===== src/cie_defs.vh =====
// constants for the can interrupt, error status and bit-timing register block
`ifndef CIE_DEFS_VH
`define CIE_DEFS_VH

// apb byte addresses
`define CIE_ADDR_W 12
`define CIE_OFF_FLAGS 12'h000
`define CIE_OFF_ENABLES 12'h004
`define CIE_OFF_ERR_COUNT 12'h008
`define CIE_OFF_BIT_TIMING 12'h00c

// interrupt flag / enable positions (low byte)
`define CIE_BIT_INVALID_MSG 7
`define CIE_BIT_WAKEUP 6
`define CIE_BIT_ERROR 5
`define CIE_BIT_QUEUE_FULL 3
`define CIE_BIT_RX_OVERFLOW 2
`define CIE_BIT_RX_BUFFER 1
`define CIE_BIT_TX_BUFFER 0
`define CIE_BIT_UNUSED 4
`define CIE_FLAG_MASK 8'hef

// status positions inside the 6-bit status field (flag register bits 13..8)
`define CIE_ST_TX_BUS_OFF 5
`define CIE_ST_TX_PASSIVE 4
`define CIE_ST_RX_PASSIVE 3
`define CIE_ST_TX_WARN 2
`define CIE_ST_RX_WARN 1
`define CIE_ST_ANY_WARN 0

// error count register fields
`define CIE_EC_TX_MSB 15
`define CIE_EC_TX_LSB 8
`define CIE_EC_RX_MSB 7
`define CIE_EC_RX_LSB 0

// bit-timing register fields
`define CIE_BT_SJW_MSB 7
`define CIE_BT_SJW_LSB 6
`define CIE_BT_BRP_MSB 5
`define CIE_BT_BRP_LSB 0

// fault confinement thresholds, compared against the 9-bit tx and rx counts
`define CIE_WARN_LIMIT 9'h060
`define CIE_PASSIVE_LIMIT 9'h080
`define CIE_BUS_OFF_LIMIT 9'h100
`define CIE_RX_MAX 9'h0ff
`define CIE_TX_SHOWN_MAX 8'hff

// reset values
`define CIE_RST_BYTE 8'h00
`define CIE_RST_STATUS 6'h00
`define CIE_RST_WORD 32'h0000_0000

`endif


===== src/cie_can_irq_err.v =====
// can interrupt flags, error state, error counters and bit-timing register behind apb
//
// Decided for this implementation: register access over APB and the register addresses.
`include "cie_defs.vh"

module cie_flag_bit (
	input wire clk, // module clock
	input wire rst_n, // async reset, active low
	input wire set, // hardware event pulse
	input wire clr, // software clear pulse
	output reg flag // latched flag
);
	wire next_flag;

	// set has priority so an event in the clear cycle is kept
	assign next_flag = set | (flag & ~clr);

	always @(posedge clk or negedge rst_n) begin
		if (!rst_n) begin
			flag <= 1'b0;
		end else begin
			flag <= next_flag;
		end
	end
endmodule // cie_flag_bit

module cie_err_counter #(
	parameter [8:0] MAX = 9'h0ff
) (
	input wire clk, // module clock
	input wire rst_n, // async reset, active low
	input wire clr, // counter reset after bus-off recovery
	input wire add_one, // error worth one
	input wire add_eight, // error worth eight
	input wire sub_one, // successful frame
	output reg [8:0] count // saturating error count
);
	reg [10:0] next_sum;
	reg [8:0] next_count;
	wire [10:0] step_up;

	// both weights may land in one cycle, so they are summed before the limit test
	assign step_up = (add_eight ? 11'h008 : 11'h000) + (add_one ? 11'h001 : 11'h000);

	always @* begin
		next_sum = {2'b00, count} + step_up;
		if (sub_one && (next_sum != 11'h000)) begin
			next_sum = next_sum - 11'h001;
		end
		// saturate rather than wrap: a wrap would drop a failing node back to active
		if (next_sum > {2'b00, MAX}) begin
			next_count = MAX;
		end else begin
			next_count = next_sum[8:0];
		end
	end

	always @(posedge clk or negedge rst_n) begin
		if (!rst_n) begin
			count <= 9'h000;
		end else if (clr) begin
			count <= 9'h000;
		end else begin
			count <= next_count;
		end
	end
endmodule // cie_err_counter

// Operation
// - status bit 13 reads high while transmitter is bus-off.
// - status bit 12 reads high while transmitter is error-passive.
// - status bit 11 reads high while receiver is error-passive.
// - status bit 10 reads high while transmitter is at warning level.
// - status bit 9 reads high while receiver is at warning level.
// - status bit 8 is the OR of both warning conditions.
// - error flag bit 5 sets when any status condition 13..8 arises.
// - flag bit 7 sets on an invalid received message.
// - flag bit 6 sets on bus wake-up activity.
// - flag bit 3 sets when receive queue reaches almost full.
// - flag bit 2 sets when a message overflows receive buffers.
// - flag bit 1 sets when a receive buffer gets a message.
// - flag bit 0 sets on a transmit buffer event.
// - enable bits at flag positions, reset zero, gate flags into interrupt.
// - enable bit 6 gates the wake-up flag into the interrupt.
// - transmit error count, read-only, reset zero, in bits 15..8.
// - receive error count, read-only, reset zero, in bits 7..0.
// - unimplemented bits read as zero.
module cie_can_irq_err (
	input wire pclk, // apb and module clock
	input wire presetn, // async reset, active low
	input wire psel, // apb select
	input wire penable, // apb access phase
	input wire pwrite, // apb direction, high for write
	input wire [11:0] paddr, // apb byte address
	input wire [31:0] pwdata, // apb write data
	input wire [3:0] pstrb, // apb write byte strobes
	output reg [31:0] prdata, // apb read data
	output reg pready, // apb ready
	output reg pslverr, // apb error, unmapped address
	input wire ev_invalid_msg, // pulse: invalid message received
	input wire ev_wakeup, // pulse: wake-up activity seen
	input wire ev_queue_almost_full, // pulse: receive queue almost full
	input wire ev_rx_overflow, // pulse: receive buffer overflow
	input wire ev_rx_buffer, // pulse: receive buffer loaded
	input wire ev_tx_buffer, // pulse: transmit buffer event
	input wire tx_err_add8, // pulse: transmit error, +8
	input wire tx_err_sub1, // pulse: transmit success, -1
	input wire rx_err_add1, // pulse: receive error, +1
	input wire rx_err_add8, // pulse: receive error, +8
	input wire rx_err_sub1, // pulse: receive success, -1
	input wire err_count_clear, // pulse: bus-off recovery done, clears counts
	output reg can_irq, // module interrupt request
	output reg tx_bus_off, // transmitter bus-off
	output reg tx_err_passive, // transmitter error-passive
	output reg rx_err_passive, // receiver error-passive
	output reg [1:0] resync_jump_width, // jump width field
	output reg [5:0] quantum_prescaler // time quantum prescaler field
);
	wire [8:0] tx_error_counter;
	wire [8:0] rx_error_counter;
	wire [7:0] flags;
	wire [7:0] flag_set;
	wire [7:0] flag_clr;
	wire [7:0] tx_shown;
	reg [5:0] status;
	reg [5:0] next_status;
	reg [7:0] irq_en;
	reg [31:0] next_prdata;
	reg next_slverr;
	wire setup_phase;
	wire wr_en;
	wire low_lane;
	wire err_rise;
	wire sel_flags;
	wire sel_enables;
	wire sel_bit_timing;
	wire tx_add8_live;
	wire tx_sub1_live;
	wire [7:0] irq_pending;
	wire [7:0] next_irq_en;

	assign setup_phase = psel & ~penable;
	assign wr_en = psel & penable & pready & pwrite;
	assign low_lane = pstrb[0];

	// one compare per register, shared by the write and clear decode
	assign sel_flags = (paddr == `CIE_OFF_FLAGS);
	assign sel_enables = (paddr == `CIE_OFF_ENABLES);
	assign sel_bit_timing = (paddr == `CIE_OFF_BIT_TIMING);

	// bus-off freezes the tx count until recovery clears it
	assign tx_add8_live = tx_err_add8 & ~status[`CIE_ST_TX_BUS_OFF];
	assign tx_sub1_live = tx_err_sub1 & ~status[`CIE_ST_TX_BUS_OFF];

	cie_err_counter #(
		.MAX(`CIE_BUS_OFF_LIMIT)
	) u_tx_cnt (
		.clk(pclk),
		.rst_n(presetn),
		.clr(err_count_clear),
		.add_one(1'b0),
		.add_eight(tx_add8_live),
		.sub_one(tx_sub1_live),
		.count(tx_error_counter)
	);

	cie_err_counter #(
		.MAX(`CIE_RX_MAX)
	) u_rx_cnt (
		.clk(pclk),
		.rst_n(presetn),
		.clr(err_count_clear),
		.add_one(rx_err_add1),
		.add_eight(rx_err_add8),
		.sub_one(rx_err_sub1),
		.count(rx_error_counter)
	);

	always @* begin
		next_status = `CIE_RST_STATUS;
		next_status[`CIE_ST_TX_BUS_OFF] = (tx_error_counter >= `CIE_BUS_OFF_LIMIT);
		next_status[`CIE_ST_TX_PASSIVE] = (tx_error_counter >= `CIE_PASSIVE_LIMIT)
			&& (tx_error_counter < `CIE_BUS_OFF_LIMIT);
		next_status[`CIE_ST_RX_PASSIVE] = (rx_error_counter >= `CIE_PASSIVE_LIMIT);
		next_status[`CIE_ST_TX_WARN] = (tx_error_counter >= `CIE_WARN_LIMIT);
		next_status[`CIE_ST_RX_WARN] = (rx_error_counter >= `CIE_WARN_LIMIT);
		next_status[`CIE_ST_ANY_WARN] = next_status[`CIE_ST_TX_WARN]
			| next_status[`CIE_ST_RX_WARN];
	end

	always @(posedge pclk or negedge presetn) begin
		if (!presetn) begin
			status <= `CIE_RST_STATUS;
		end else begin
			status <= next_status;
		end
	end

	// pin copies have their own flops so the outputs stay registered
	always @(posedge pclk or negedge presetn) begin
		if (!presetn) begin
			tx_bus_off <= 1'b0;
			tx_err_passive <= 1'b0;
			rx_err_passive <= 1'b0;
		end else begin
			tx_bus_off <= next_status[`CIE_ST_TX_BUS_OFF];
			tx_err_passive <= next_status[`CIE_ST_TX_PASSIVE];
			rx_err_passive <= next_status[`CIE_ST_RX_PASSIVE];
		end
	end

	// only a newly entered state raises the error flag, not one that persists
	assign err_rise = |(next_status & ~status);

	assign flag_set[`CIE_BIT_INVALID_MSG] = ev_invalid_msg;
	assign flag_set[`CIE_BIT_WAKEUP] = ev_wakeup;
	assign flag_set[`CIE_BIT_ERROR] = err_rise;
	assign flag_set[`CIE_BIT_UNUSED] = 1'b0;
	assign flag_set[`CIE_BIT_QUEUE_FULL] = ev_queue_almost_full;
	assign flag_set[`CIE_BIT_RX_OVERFLOW] = ev_rx_overflow;
	assign flag_set[`CIE_BIT_RX_BUFFER] = ev_rx_buffer;
	assign flag_set[`CIE_BIT_TX_BUFFER] = ev_tx_buffer;

	// writing zero clears, writing one leaves the flag alone
	assign flag_clr = (wr_en && low_lane && sel_flags) ? ~pwdata[7:0] : 8'h00;

	cie_flag_bit u_flag_invalid_msg (
		.clk(pclk),
		.rst_n(presetn),
		.set(flag_set[`CIE_BIT_INVALID_MSG]),
		.clr(flag_clr[`CIE_BIT_INVALID_MSG]),
		.flag(flags[`CIE_BIT_INVALID_MSG])
	);

	cie_flag_bit u_flag_wakeup (
		.clk(pclk),
		.rst_n(presetn),
		.set(flag_set[`CIE_BIT_WAKEUP]),
		.clr(flag_clr[`CIE_BIT_WAKEUP]),
		.flag(flags[`CIE_BIT_WAKEUP])
	);

	cie_flag_bit u_flag_error (
		.clk(pclk),
		.rst_n(presetn),
		.set(flag_set[`CIE_BIT_ERROR]),
		.clr(flag_clr[`CIE_BIT_ERROR]),
		.flag(flags[`CIE_BIT_ERROR])
	);

	cie_flag_bit u_flag_queue_full (
		.clk(pclk),
		.rst_n(presetn),
		.set(flag_set[`CIE_BIT_QUEUE_FULL]),
		.clr(flag_clr[`CIE_BIT_QUEUE_FULL]),
		.flag(flags[`CIE_BIT_QUEUE_FULL])
	);

	cie_flag_bit u_flag_rx_overflow (
		.clk(pclk),
		.rst_n(presetn),
		.set(flag_set[`CIE_BIT_RX_OVERFLOW]),
		.clr(flag_clr[`CIE_BIT_RX_OVERFLOW]),
		.flag(flags[`CIE_BIT_RX_OVERFLOW])
	);

	cie_flag_bit u_flag_rx_buffer (
		.clk(pclk),
		.rst_n(presetn),
		.set(flag_set[`CIE_BIT_RX_BUFFER]),
		.clr(flag_clr[`CIE_BIT_RX_BUFFER]),
		.flag(flags[`CIE_BIT_RX_BUFFER])
	);

	cie_flag_bit u_flag_tx_buffer (
		.clk(pclk),
		.rst_n(presetn),
		.set(flag_set[`CIE_BIT_TX_BUFFER]),
		.clr(flag_clr[`CIE_BIT_TX_BUFFER]),
		.flag(flags[`CIE_BIT_TX_BUFFER])
	);

	// the unimplemented position has no flop at all
	assign flags[`CIE_BIT_UNUSED] = 1'b0;

	assign next_irq_en = pwdata[7:0] & `CIE_FLAG_MASK;

	always @(posedge pclk or negedge presetn) begin
		if (!presetn) begin
			irq_en <= `CIE_RST_BYTE;
		end else if (wr_en && low_lane && sel_enables) begin
			irq_en <= next_irq_en;
		end
	end

	// these fields feed the bit timer outside this block and also read back over apb
	always @(posedge pclk or negedge presetn) begin
		if (!presetn) begin
			resync_jump_width <= 2'h0;
			quantum_prescaler <= 6'h00;
		end else if (wr_en && low_lane && sel_bit_timing) begin
			resync_jump_width <= pwdata[`CIE_BT_SJW_MSB:`CIE_BT_SJW_LSB];
			quantum_prescaler <= pwdata[`CIE_BT_BRP_MSB:`CIE_BT_BRP_LSB];
		end
	end

	assign irq_pending = flags & irq_en;

	always @(posedge pclk or negedge presetn) begin
		if (!presetn) begin
			can_irq <= 1'b0;
		end else begin
			can_irq <= |irq_pending;
		end
	end

	// a bus-off count of 256 has no 8-bit form, so it reads as full scale
	assign tx_shown = tx_error_counter[8] ? `CIE_TX_SHOWN_MAX : tx_error_counter[7:0];

	always @* begin
		next_prdata = `CIE_RST_WORD;
		next_slverr = 1'b0;
		case (paddr)
			`CIE_OFF_FLAGS: begin
				next_prdata[13:8] = status;
				next_prdata[7:0] = flags;
			end
			`CIE_OFF_ENABLES: begin
				next_prdata[7:0] = irq_en;
			end
			`CIE_OFF_ERR_COUNT: begin
				next_prdata[`CIE_EC_TX_MSB:`CIE_EC_TX_LSB] = tx_shown;
				next_prdata[`CIE_EC_RX_MSB:`CIE_EC_RX_LSB] = rx_error_counter[7:0];
			end
			`CIE_OFF_BIT_TIMING: begin
				next_prdata[`CIE_BT_SJW_MSB:`CIE_BT_SJW_LSB] = resync_jump_width;
				next_prdata[`CIE_BT_BRP_MSB:`CIE_BT_BRP_LSB] = quantum_prescaler;
			end
			default: begin
				next_slverr = 1'b1;
			end
		endcase
	end

	// one registered stage: ready rises with the first access cycle
	always @(posedge pclk or negedge presetn) begin
		if (!presetn) begin
			pready <= 1'b0;
		end else begin
			pready <= setup_phase;
		end
	end

	always @(posedge pclk or negedge presetn) begin
		if (!presetn) begin
			pslverr <= 1'b0;
		end else begin
			pslverr <= setup_phase & next_slverr;
		end
	end

	// zero while idle so a later read never shows a stale word
	always @(posedge pclk or negedge presetn) begin
		if (!presetn) begin
			prdata <= `CIE_RST_WORD;
		end else if (setup_phase && !pwrite) begin
			prdata <= next_prdata;
		end else if (!psel) begin
			prdata <= `CIE_RST_WORD;
		end
	end
endmodule // cie_can_irq_err


===== config.mk =====
export PLATFORM = sky130hd
export DESIGN_NAME = cie_can_irq_err
export DESIGN_NICKNAME = d
export VERILOG_FILES = /design/src/cie_can_irq_err.v
export VERILOG_INCLUDE_DIRS = /design/src
export SDC_FILE = /design/constraint.sdc
export NUM_CORES = 1
export LEC_CHECK = 0
export BUFFER_PORTS_ARGS = -buffer_cell sky130_fd_sc_hd__buf_4
export CAP_MARGIN = 15
export CORE_MARGIN = 5
export CORE_UTILIZATION = 50
export DETAILED_ROUTE_END_ITERATION = 12
export PLACE_DENSITY = 0.87
export RECOVER_POWER = 100
export SLEW_MARGIN = 20
export SYNTH_ARGS = -nofsm -noshare
export SYNTH_HDL_FRONTEND = slang
export SYNTH_HIERARCHICAL = 1
export SYNTH_SLANG_ARGS = --single-unit

===== constraint.sdc =====
create_clock -name pclk -period 4.21 [get_ports pclk]
set_input_delay 0.421 -clock pclk [delete_from_list [all_inputs] [get_ports pclk]]
set_output_delay 0.421 -clock pclk [all_outputs]
set_load 0.01 [all_outputs]

==> impl_results.md, run 1 <==
- Post-Synth Simple-Gate Area: 17.9%
- CTS Buf Count: 9
- Clock share of power: 27.0%
- Ys async rst share: 100%
- Largest family of logic cells by synthesized area: compound AO/OA/AOI/OAI gates
- Sink Count: 65
- Hold Vio Cnt, Final: 0
- Primary FF master, synth: dfrtp_1
- Util after Layout: 56.7%
- Setup Fix Bufs, Post-CTS: 0
- Sw Pwr: 0.869 mW
- Vias per Instance: 6.01
- Synth warn: 6
- Die Height: 104 um
- Die X: 104 um
- Resized Gates After CTS: 0
- Core region area: 8640 um2
- Clk Latency, worst-skew pair: 0.34 ns
- Post-route antenna net violation count: 0
- Seq/Total Area, Yosys: 37.0%
- Power per cell area: 458 nW/um2
- Crit-path max cell delay: 0.48 ns
- Dpl hpwl: 7900 um
- Yosys cell types: 80
- Crit. End Element: flip-flop
- Tmin final: 3.55 ns
- Peak supply drop: 0.000187 V
- Post-synthesis adder-cell area fraction: 2.85%
- DR vias: 3758
- Hold Crit Class: primary input to flip-flop
- Combinational group share of total power: 37.8%
- Fin worst setup slack: 0.659 ns
- CP arrival: 3.78 ns
- Compound-gate portion of the synthesized area: 23.6%
- Mapped Area: 4400 um2
- Commonest non-fill, non-tap cell in the layout: dfrtp_1
- RSZ-0062 raised after global routing: false
- Layout Nets: 588
- 1st-pass router iterations: 7
- Avg WL per Cell: 17.3 um
- Worst-path clk slew: 0.07 ns
- Rows: 34
- Syn-to-layout area delta: 11.4%
- Die area: 10800 um2
- Power Internal: 1.37 mW
- Most frequent cells in the layout: 65 x dfrtp_1, 35 x a21oi_1, 34 x buf_4
- Synth Register Bits: 65
- Switching share of total power: 38.7%
- Clock root cell: clkbuf_8
- Detailed Route Iter0 Violations: 457
- Max-slew violations: 66
- TritonCTS clock tree: built
- # H-tree levels: 3
- Startpoint types: flip-flop
- Status: complete, but fails checks
- Worst endpoint required time: 4.44 ns
- Mapped Cells: 451
- Post-Synth XOR/XNOR Area: 4.95%
- Max cap viols: 1
- Part of the power in registers: 35.1%
- GRT Total Usage: 19.6%
- Skew final: 0.00795 ns
- Final period utilization: 84.3%
- Cts hold-fix bufs: 0
- CP Cell Sequence: ha_1 > inv_1 > ha_1 > or4b_1 > o31ai_1 > o31ai_1 > o21ai_1 > mux2i_1 > a41oi_1 > a2111oi_4
- Initial antenna violation count: 0
- Leakage: 2.07 nW
- DRT Wirelength: 10800 um
- Endpoints failing setup: 0
- First-pass GRT wire length: 18000 um
- Share of cells above drive strength 1: 19.1%
- Clock buffer depth: 2
- Rel. slew slack: -7.47%
- Starting Density: 50.9%
- Vias in the first global route: 3686
- Failing checks: max-capacitance violations, max-slew violations
- Worst-margin pin slew: 1.61 ns
- Total gr overflow: 0
- Worst-path maximum fanout: 8
- I/O pin count: 111
- GPL Wtd Cong: 0.889
- Fmax: 0.282 GHz
- Diode count: 0
- Critical path class: flip-flop to flip-flop
- Slowest-stage cell, CP: dfrtp_1
- # port buffers: 67
- Largest net degree at the start of global routing: 66
- EDFF count, synth: 0
- Syn avg cell area: 9.75 um2
- Post-synthesis mux area share: 6.72%
- Final setup TNS: 0 ns
- DP Worst Slack: 0.909 ns
- DRC: 0
## worst paths after layout
kind                                       from  cells past startpoint  slack (ns)                endpoint
max                           u_tx_cnt/count[1]                     10        0.66       u_tx_cnt/count[1]
min                        ev_queue_almost_full                      2        0.26  u_flag_queue_full/flag
max reg2reg                   u_tx_cnt/count[1]                     10        0.66       u_tx_cnt/count[1]
min reg2reg                           prdata[1]                      2        0.48               prdata[1]
max in group asynchronous               presetn                      1        2.76                 pslverr
min in group asynchronous               presetn                      1        0.49       u_rx_cnt/count[2]
## metal layers
layer / track usage (%) / vias to the layer above / routed length, um
li1: - / 1748 / -
met1: 24.7 / 1806 / 4510
met2: 33.6 / 177 / 5400
met3: 4.54 / 27 / 749
met4: 5.74 / 0 / 164
met5: 0 / - / 0
## power by group through the flow
stage / Sequential [mW] / Clock (mW) / Combinational, mW
after floorplan: 0.736 / 0 / 0.769
after global placement: 0.788 / 0 / 0.854
after detailed placement: 0.795 / 0 / 0.887
after CTS: 0.784 / 0.612 / 0.897
after global routing: 0.798 / 0.642 / 0.928
final: 0.788 / 0.606 / 0.848
## sequential cells by signal, indices dropped and copies added, names as in the netlist, 2 cells and up
| name | count |
|---|---|
| irq_en | 7 |
| resync_jump_width | 2 |
| quantum_prescaler | 6 |
| u_rx_cnt/count | 9 |
| prdata | 16 |
| status | 6 |
| u_tx_cnt/count | 9 |
## logic make-up after synthesis
group           Yosys count
simple gates            141
mux                      27
flops                    65
other cells               2
fa+ha+maj                10
buf+inv                  53
compound gates          129
xor+xnor                 24
## synthesized netlist by cell type (4+ instances only)
| cell | number | area [um2] |
|---|---|---|
| nor2_1 | 32 | 120 |
| nor3_1 | 13 | 65.1 |
| a211oi_1 | 4 | 30.0 |
| buf_6 | 4 | 45.0 |
| o21ai_2 | 8 | 70.1 |
| or2_2 | 4 | 25.0 |
| clkbuf_1 | 5 | 18.8 |
| inv_1 | 19 | 71.3 |
| mux2_2 | 16 | 180 |
| and2_1 | 6 | 37.5 |
| buf_4 | 18 | 135 |
| buf_2 | 4 | 20.0 |
| nor2b_1 | 6 | 37.5 |
| ha_1 | 10 | 125 |
| nand2_1 | 26 | 97.6 |
| a21oi_1 | 35 | 175 |
| o21ai_0 | 14 | 70.1 |
| xor2_1 | 8 | 70.1 |
| a31oi_1 | 11 | 68.8 |
| nand4_1 | 8 | 50.1 |
| nand3_1 | 13 | 65.1 |
| a21o_1 | 8 | 60.1 |
| a22oi_1 | 9 | 67.6 |
| mux2i_1 | 9 | 90.1 |
| xnor2_1 | 15 | 131 |
| or3_1 | 5 | 31.3 |
| and3_1 | 4 | 25.0 |
| dfrtp_1 | 65 | 1630 |
## final cells by class
cell class	count	area (um2)
Fill cell	754	3740
Clock buffer	11	151
Tap cell	108	135
Multi-Input combinational cell	350	2450
Sequential cell	65	1630
Timing Repair Buffer	68	388
Clock inverter	4	76.3
Inverter	19	71.3
## through the flow
stage	std cells	area [um2]	power, mW	hold WS [ns]
2_1_floorplan	468	4460	1.50	0.125
3_5_place_dp	610	4880	1.68	0.474
4_1_cts	625	5100	2.29	0.209
6_report	625	4900	2.24	0.260
3_3_place_gp	610	4880	1.64	0.463
5_1_grt	625	4900	2.37	0.243
## critical path: cells and delay by family, from the launching register on
family                   cells  cell delay (ns)
AO/OA/AOI/OAI                5             1.59
adder cells (fa/ha/maj)      2             0.59
buffers and inverters        1             0.07
flip-flops                   1             0.48
multiplexers                 1             0.24
AND/OR/NAND/NOR              1             0.46
Power figures use the tool's default switching activity.
==> run 2: changes to the inputs <==
--- a/config.mk
+++ b/config.mk
@@ -6,12 +6,13 @@
 export SDC_FILE = /design/constraint.sdc
 export NUM_CORES = 1
 export LEC_CHECK = 0
+export ABC_AREA = 1
 export BUFFER_PORTS_ARGS = -buffer_cell sky130_fd_sc_hd__buf_4
 export CAP_MARGIN = 15
 export CORE_MARGIN = 5
 export CORE_UTILIZATION = 50
 export DETAILED_ROUTE_END_ITERATION = 12
-export PLACE_DENSITY = 0.87
+export PLACE_DENSITY = 0.89
 export RECOVER_POWER = 100
 export SLEW_MARGIN = 20
 export SYNTH_ARGS = -nofsm -noshare
==> constraint.sdc (replaced) <==
create_clock -name pclk -period 3.15 [get_ports pclk]
set_input_delay 0.315 -clock pclk [delete_from_list [all_inputs] [get_ports pclk]]
set_output_delay 0.315 -clock pclk [all_outputs]
set_load 0.01 [all_outputs]
==> run 2 against run 1 <==
The run still ends with max-capacitance violations, max-slew violations left; area after synthesis increased by 11%; via count increased by 24%; clock skew about the same; die area increased by 9.6%; critical path type is now primary input to flip-flop; sequential cell count unchanged.
==> impl_results.md, run 2 <==
- Post-route antenna net violation count: 0 (unchanged)
- Seq/Total Area, Yosys: 33.4% (-3.6 points)
- Worst-path clk slew: 0.07 ns (about the same)
- Worst-path maximum fanout: 18 (+10)
- Die X: 109 um (+4.7%)
- Top post-synthesis cells by count: 222 x nand2_1, 87 x nand3_1, 82 x inv_1
- Endpoints failing setup: 0 (unchanged)
- Layout Cells excl Fill: 903 (+44%)
- Rel. slew slack: -4.88% (+2.6 points)
- DRT Wirelength: 11300 um (+4.6%)
- Fmax: 0.393 GHz
- Status: complete, but fails checks
- Vias in the first global route: 4176 (+13%)
- # port buffers: 67 (unchanged)
- Clock buffer depth: 2 (unchanged)
- Vias per Instance: 5.14 (-14%)
- Top Registers: prdata x16, u_rx_cnt/count x9, u_tx_cnt/count x9
- Total gr overflow: 0 (unchanged)
- Setup Fix Bufs, Post-CTS: 0 (unchanged)
- Yosys cell types: 38 (-53%)
- First-pass GRT wire length: 18900 um (+5.2%)
- Critical path class: primary input to flip-flop
- Mapped Cells: 698 (+55%)
- Die area: 11800 um2 (+9.6%)
- Most flops, register: prdata
- Worst R2R Setup Slack: 0.62 ns (-0.04 ns)
- I/O pin count: 111 (unchanged)
- CTS Buf Count: 9 (unchanged)
- Cts hold-fix bufs: 0 (unchanged)
- Hold Crit Depth: 2 (unchanged)
- # fillers: 940 (+25%)
- RSZ-0062 raised after global routing: false
- Dpl hpwl: 8500 um (+7.6%)
- Final setup TNS: 0 ns (unchanged)
- GPL Wtd Cong: 0.928 (+4.4%)
- Worst endpoint required time: 3.39 ns (-1.05 ns)
- Crit. End Element: flip-flop
- EDFF count, synth: 0 (unchanged)
- DR vias: 4643 (+24%)
- Avg WL per Cell: 12.5 um (-28%)
- Skew final: 0.00817 ns (+0.000214 ns)
- Starting Density: 50.5% (-0.46 points)
- Hold Crit Class: primary input to flip-flop
- Syn avg cell area: 6.97 um2 (-29%)
- GRT Total Usage: 19.7% (+0.11 points)
- Largest register FFs: 16 (unchanged)
- Share of cells above drive strength 1: 15.8% (-3.3 points)
- Dominant cells by area after synthesis: dfrtp_1 33%, nand2_1 17%, nand3_1 9.0%
- Synth Register Bits: 65 (unchanged)
- 1st-pass router iterations: 6 (-1)
- Post-route cell area: 5370 um2 (+9.5%)
- Final period utilization: 80.8%
- Core region area: 9640 um2 (+12%)
- Power per cell area: 539 nW/um2 (+18%)
- DP Worst Slack: 0.683 ns (-0.226 ns)
- Most frequent cells in the layout: 225 x nand2_1, 90 x nand3_1, 84 x inv_1
- Sink Count: 65 (unchanged)
- Hold Vio Cnt, Final: 0 (unchanged)
- Commonest non-fill, non-tap cell in the layout: nand2_1
- Tmin final: 2.54 ns
- Max cap viols: 1 (unchanged)
- Ys async rst share: 100% (unchanged)
- Syn-to-layout area delta: 10.3%
- FF-to-FF Start: status[5]
- Die Height: 109 um (+4.7%)
- Hold EP: pready
- CP arrival: 2.78 ns (-1.00 ns)
- Layout Nets: 840 (+43%)
- Leakage: 2.84 nW (+37%)
- Clock root cell: clkbuf_8
- Detailed Route Iter0 Violations: 394 (-14%)
- Top-count cell post-synth: nand2_1
- Mapped Area: 4860 um2 (+11%)
- Worst R2R Path Depth: 18 (+8)
- Yosys top cell area share: 33.4% (-3.6 points)
- Diode count: 0 (unchanged)
- Min-Delay Startpoint: penable
- # H-tree levels: 3 (unchanged)
- Primary FF master, synth: dfrtp_1
- DRC: 0 (unchanged)
- Worst-margin pin slew: 1.57 ns (-0.0389 ns)
- Pwr Total: 2.89 mW (+29%)
- Area leader, netlist: dfrtp_1
- Rows: 36 (+5.9%)
- Startpoint types: primary input
- Placed insts: 887 (+45%)
- Reg2reg end: u_tx_cnt/count[5]
- Failing checks: max-capacitance violations, max-slew violations
- Clk Latency, worst-skew pair: 0.34 ns (about the same)
- Placed Instance Area: 5400 um2 (+11%)
- Resized Gates After CTS: 0 (unchanged)
- Initial antenna violation count: 0 (unchanged)
- Largest net degree at the start of global routing: 66 (unchanged)
- Max-slew violations: 66 (unchanged)
- Peak supply drop: 0.000223 V (+19%)
- Fin worst setup slack: 0.605 ns (-0.0538 ns)
- TritonCTS clock tree: built
- Synth warn: 6 (unchanged)
## run 2: cell count changes after synthesis, sizes merged, moves of 11 or more
cell / before / now
nand2: 26 / 247
inv: 19 / 97
a21oi: 35 / 11
a31oi: 14 / 0
o21ai: 25 / 39
xnor2: 16 / 2
nand3: 15 / 96
nor3: 13 / 0
nor2: 32 / 66
nand4: 8 / 19
mux2: 17 / 0
## run 2: power by group
| group | internal [mW] | total (mW) | leakage [nW] | switching [mW] |
|---|---|---|---|---|
| Sequential | 0.904 | 1.03 | 0.838 | 0.128 |
| Combinational | 0.418 | 1.18 | 1.90 | 0.763 |
| Clock | 0.373 | 0.680 | 0.0960 | 0.307 |
| Total | 1.69 | 2.89 | 2.84 | 1.20 |
## run 2: critical path: stages
cell,delay (ns)
clkbuf_4,0.11
nor2_1,0.10
nand2_1,0.17
nor2_1,0.89
nand3_1,0.76
o21ai_0,0.43
## run 2: stage by stage
stage	utilization (%)	hold slack, ns
after CTS	58.0	0.0868
after global routing	55.7	0.143
final	55.7	0.155
after detailed placement	56.0	0.451
after floorplan	-	0.0194
after global placement	56.0	0.444
## run 2: metal layers
| metal | global-route usage, % | part of all wire, % | vias up |
|---|---|---|---|
| met5 | 0 | 0 | - |
| met4 | 5.77 | 1.3 | 0 |
| met3 | 4.38 | 7.9 | 15 |
| met2 | 32.0 | 47 | 171 |
| met1 | 26.6 | 44 | 2152 |
| li1 | - | - | 2305 |
## run 2: final cells by class
class                      count  area, um2  area share, %
multi-input combinational    522       2610           48.7
sequential                    65       1630           30.3
timing repair buffer          68        395           7.37
inverter                      99        373           6.95
clock buffer                  15        186           3.47
tap                          133        166           3.10
clock inverter                 1       7.51          0.140
## run 2: how the worst max path moves through the flow
stage                      start                   end  cells past startpoint
3_5_place_dp   u_tx_cnt/count[1]     u_tx_cnt/count[2]                     15
2_1_floorplan  u_tx_cnt/count[1]     u_tx_cnt/count[0]                     15
3_3_place_gp           status[5]     u_tx_cnt/count[7]                     18
4_1_cts        u_tx_cnt/count[1]     u_tx_cnt/count[5]                     15
5_1_grt                status[5]     u_tx_cnt/count[1]                     18
6_report                paddr[7]  quantum_prescaler[3]                      6
## run 2: kinds of logic (layout without fill, tap and decap cells)
family / after synthesis / in the layout / share of synthesized area, %
fa+ha+maj: 10 / 10 / 2.57
buf+inv: 128 / 183 / 11.9
xor+xnor: 6 / 6 / 1.08
flops: 65 / 65 / 33.4
other cells: 2 / 19 / 0.154
simple gates: 433 / 433 / 43.6
compound gates: 54 / 54 / 7.31
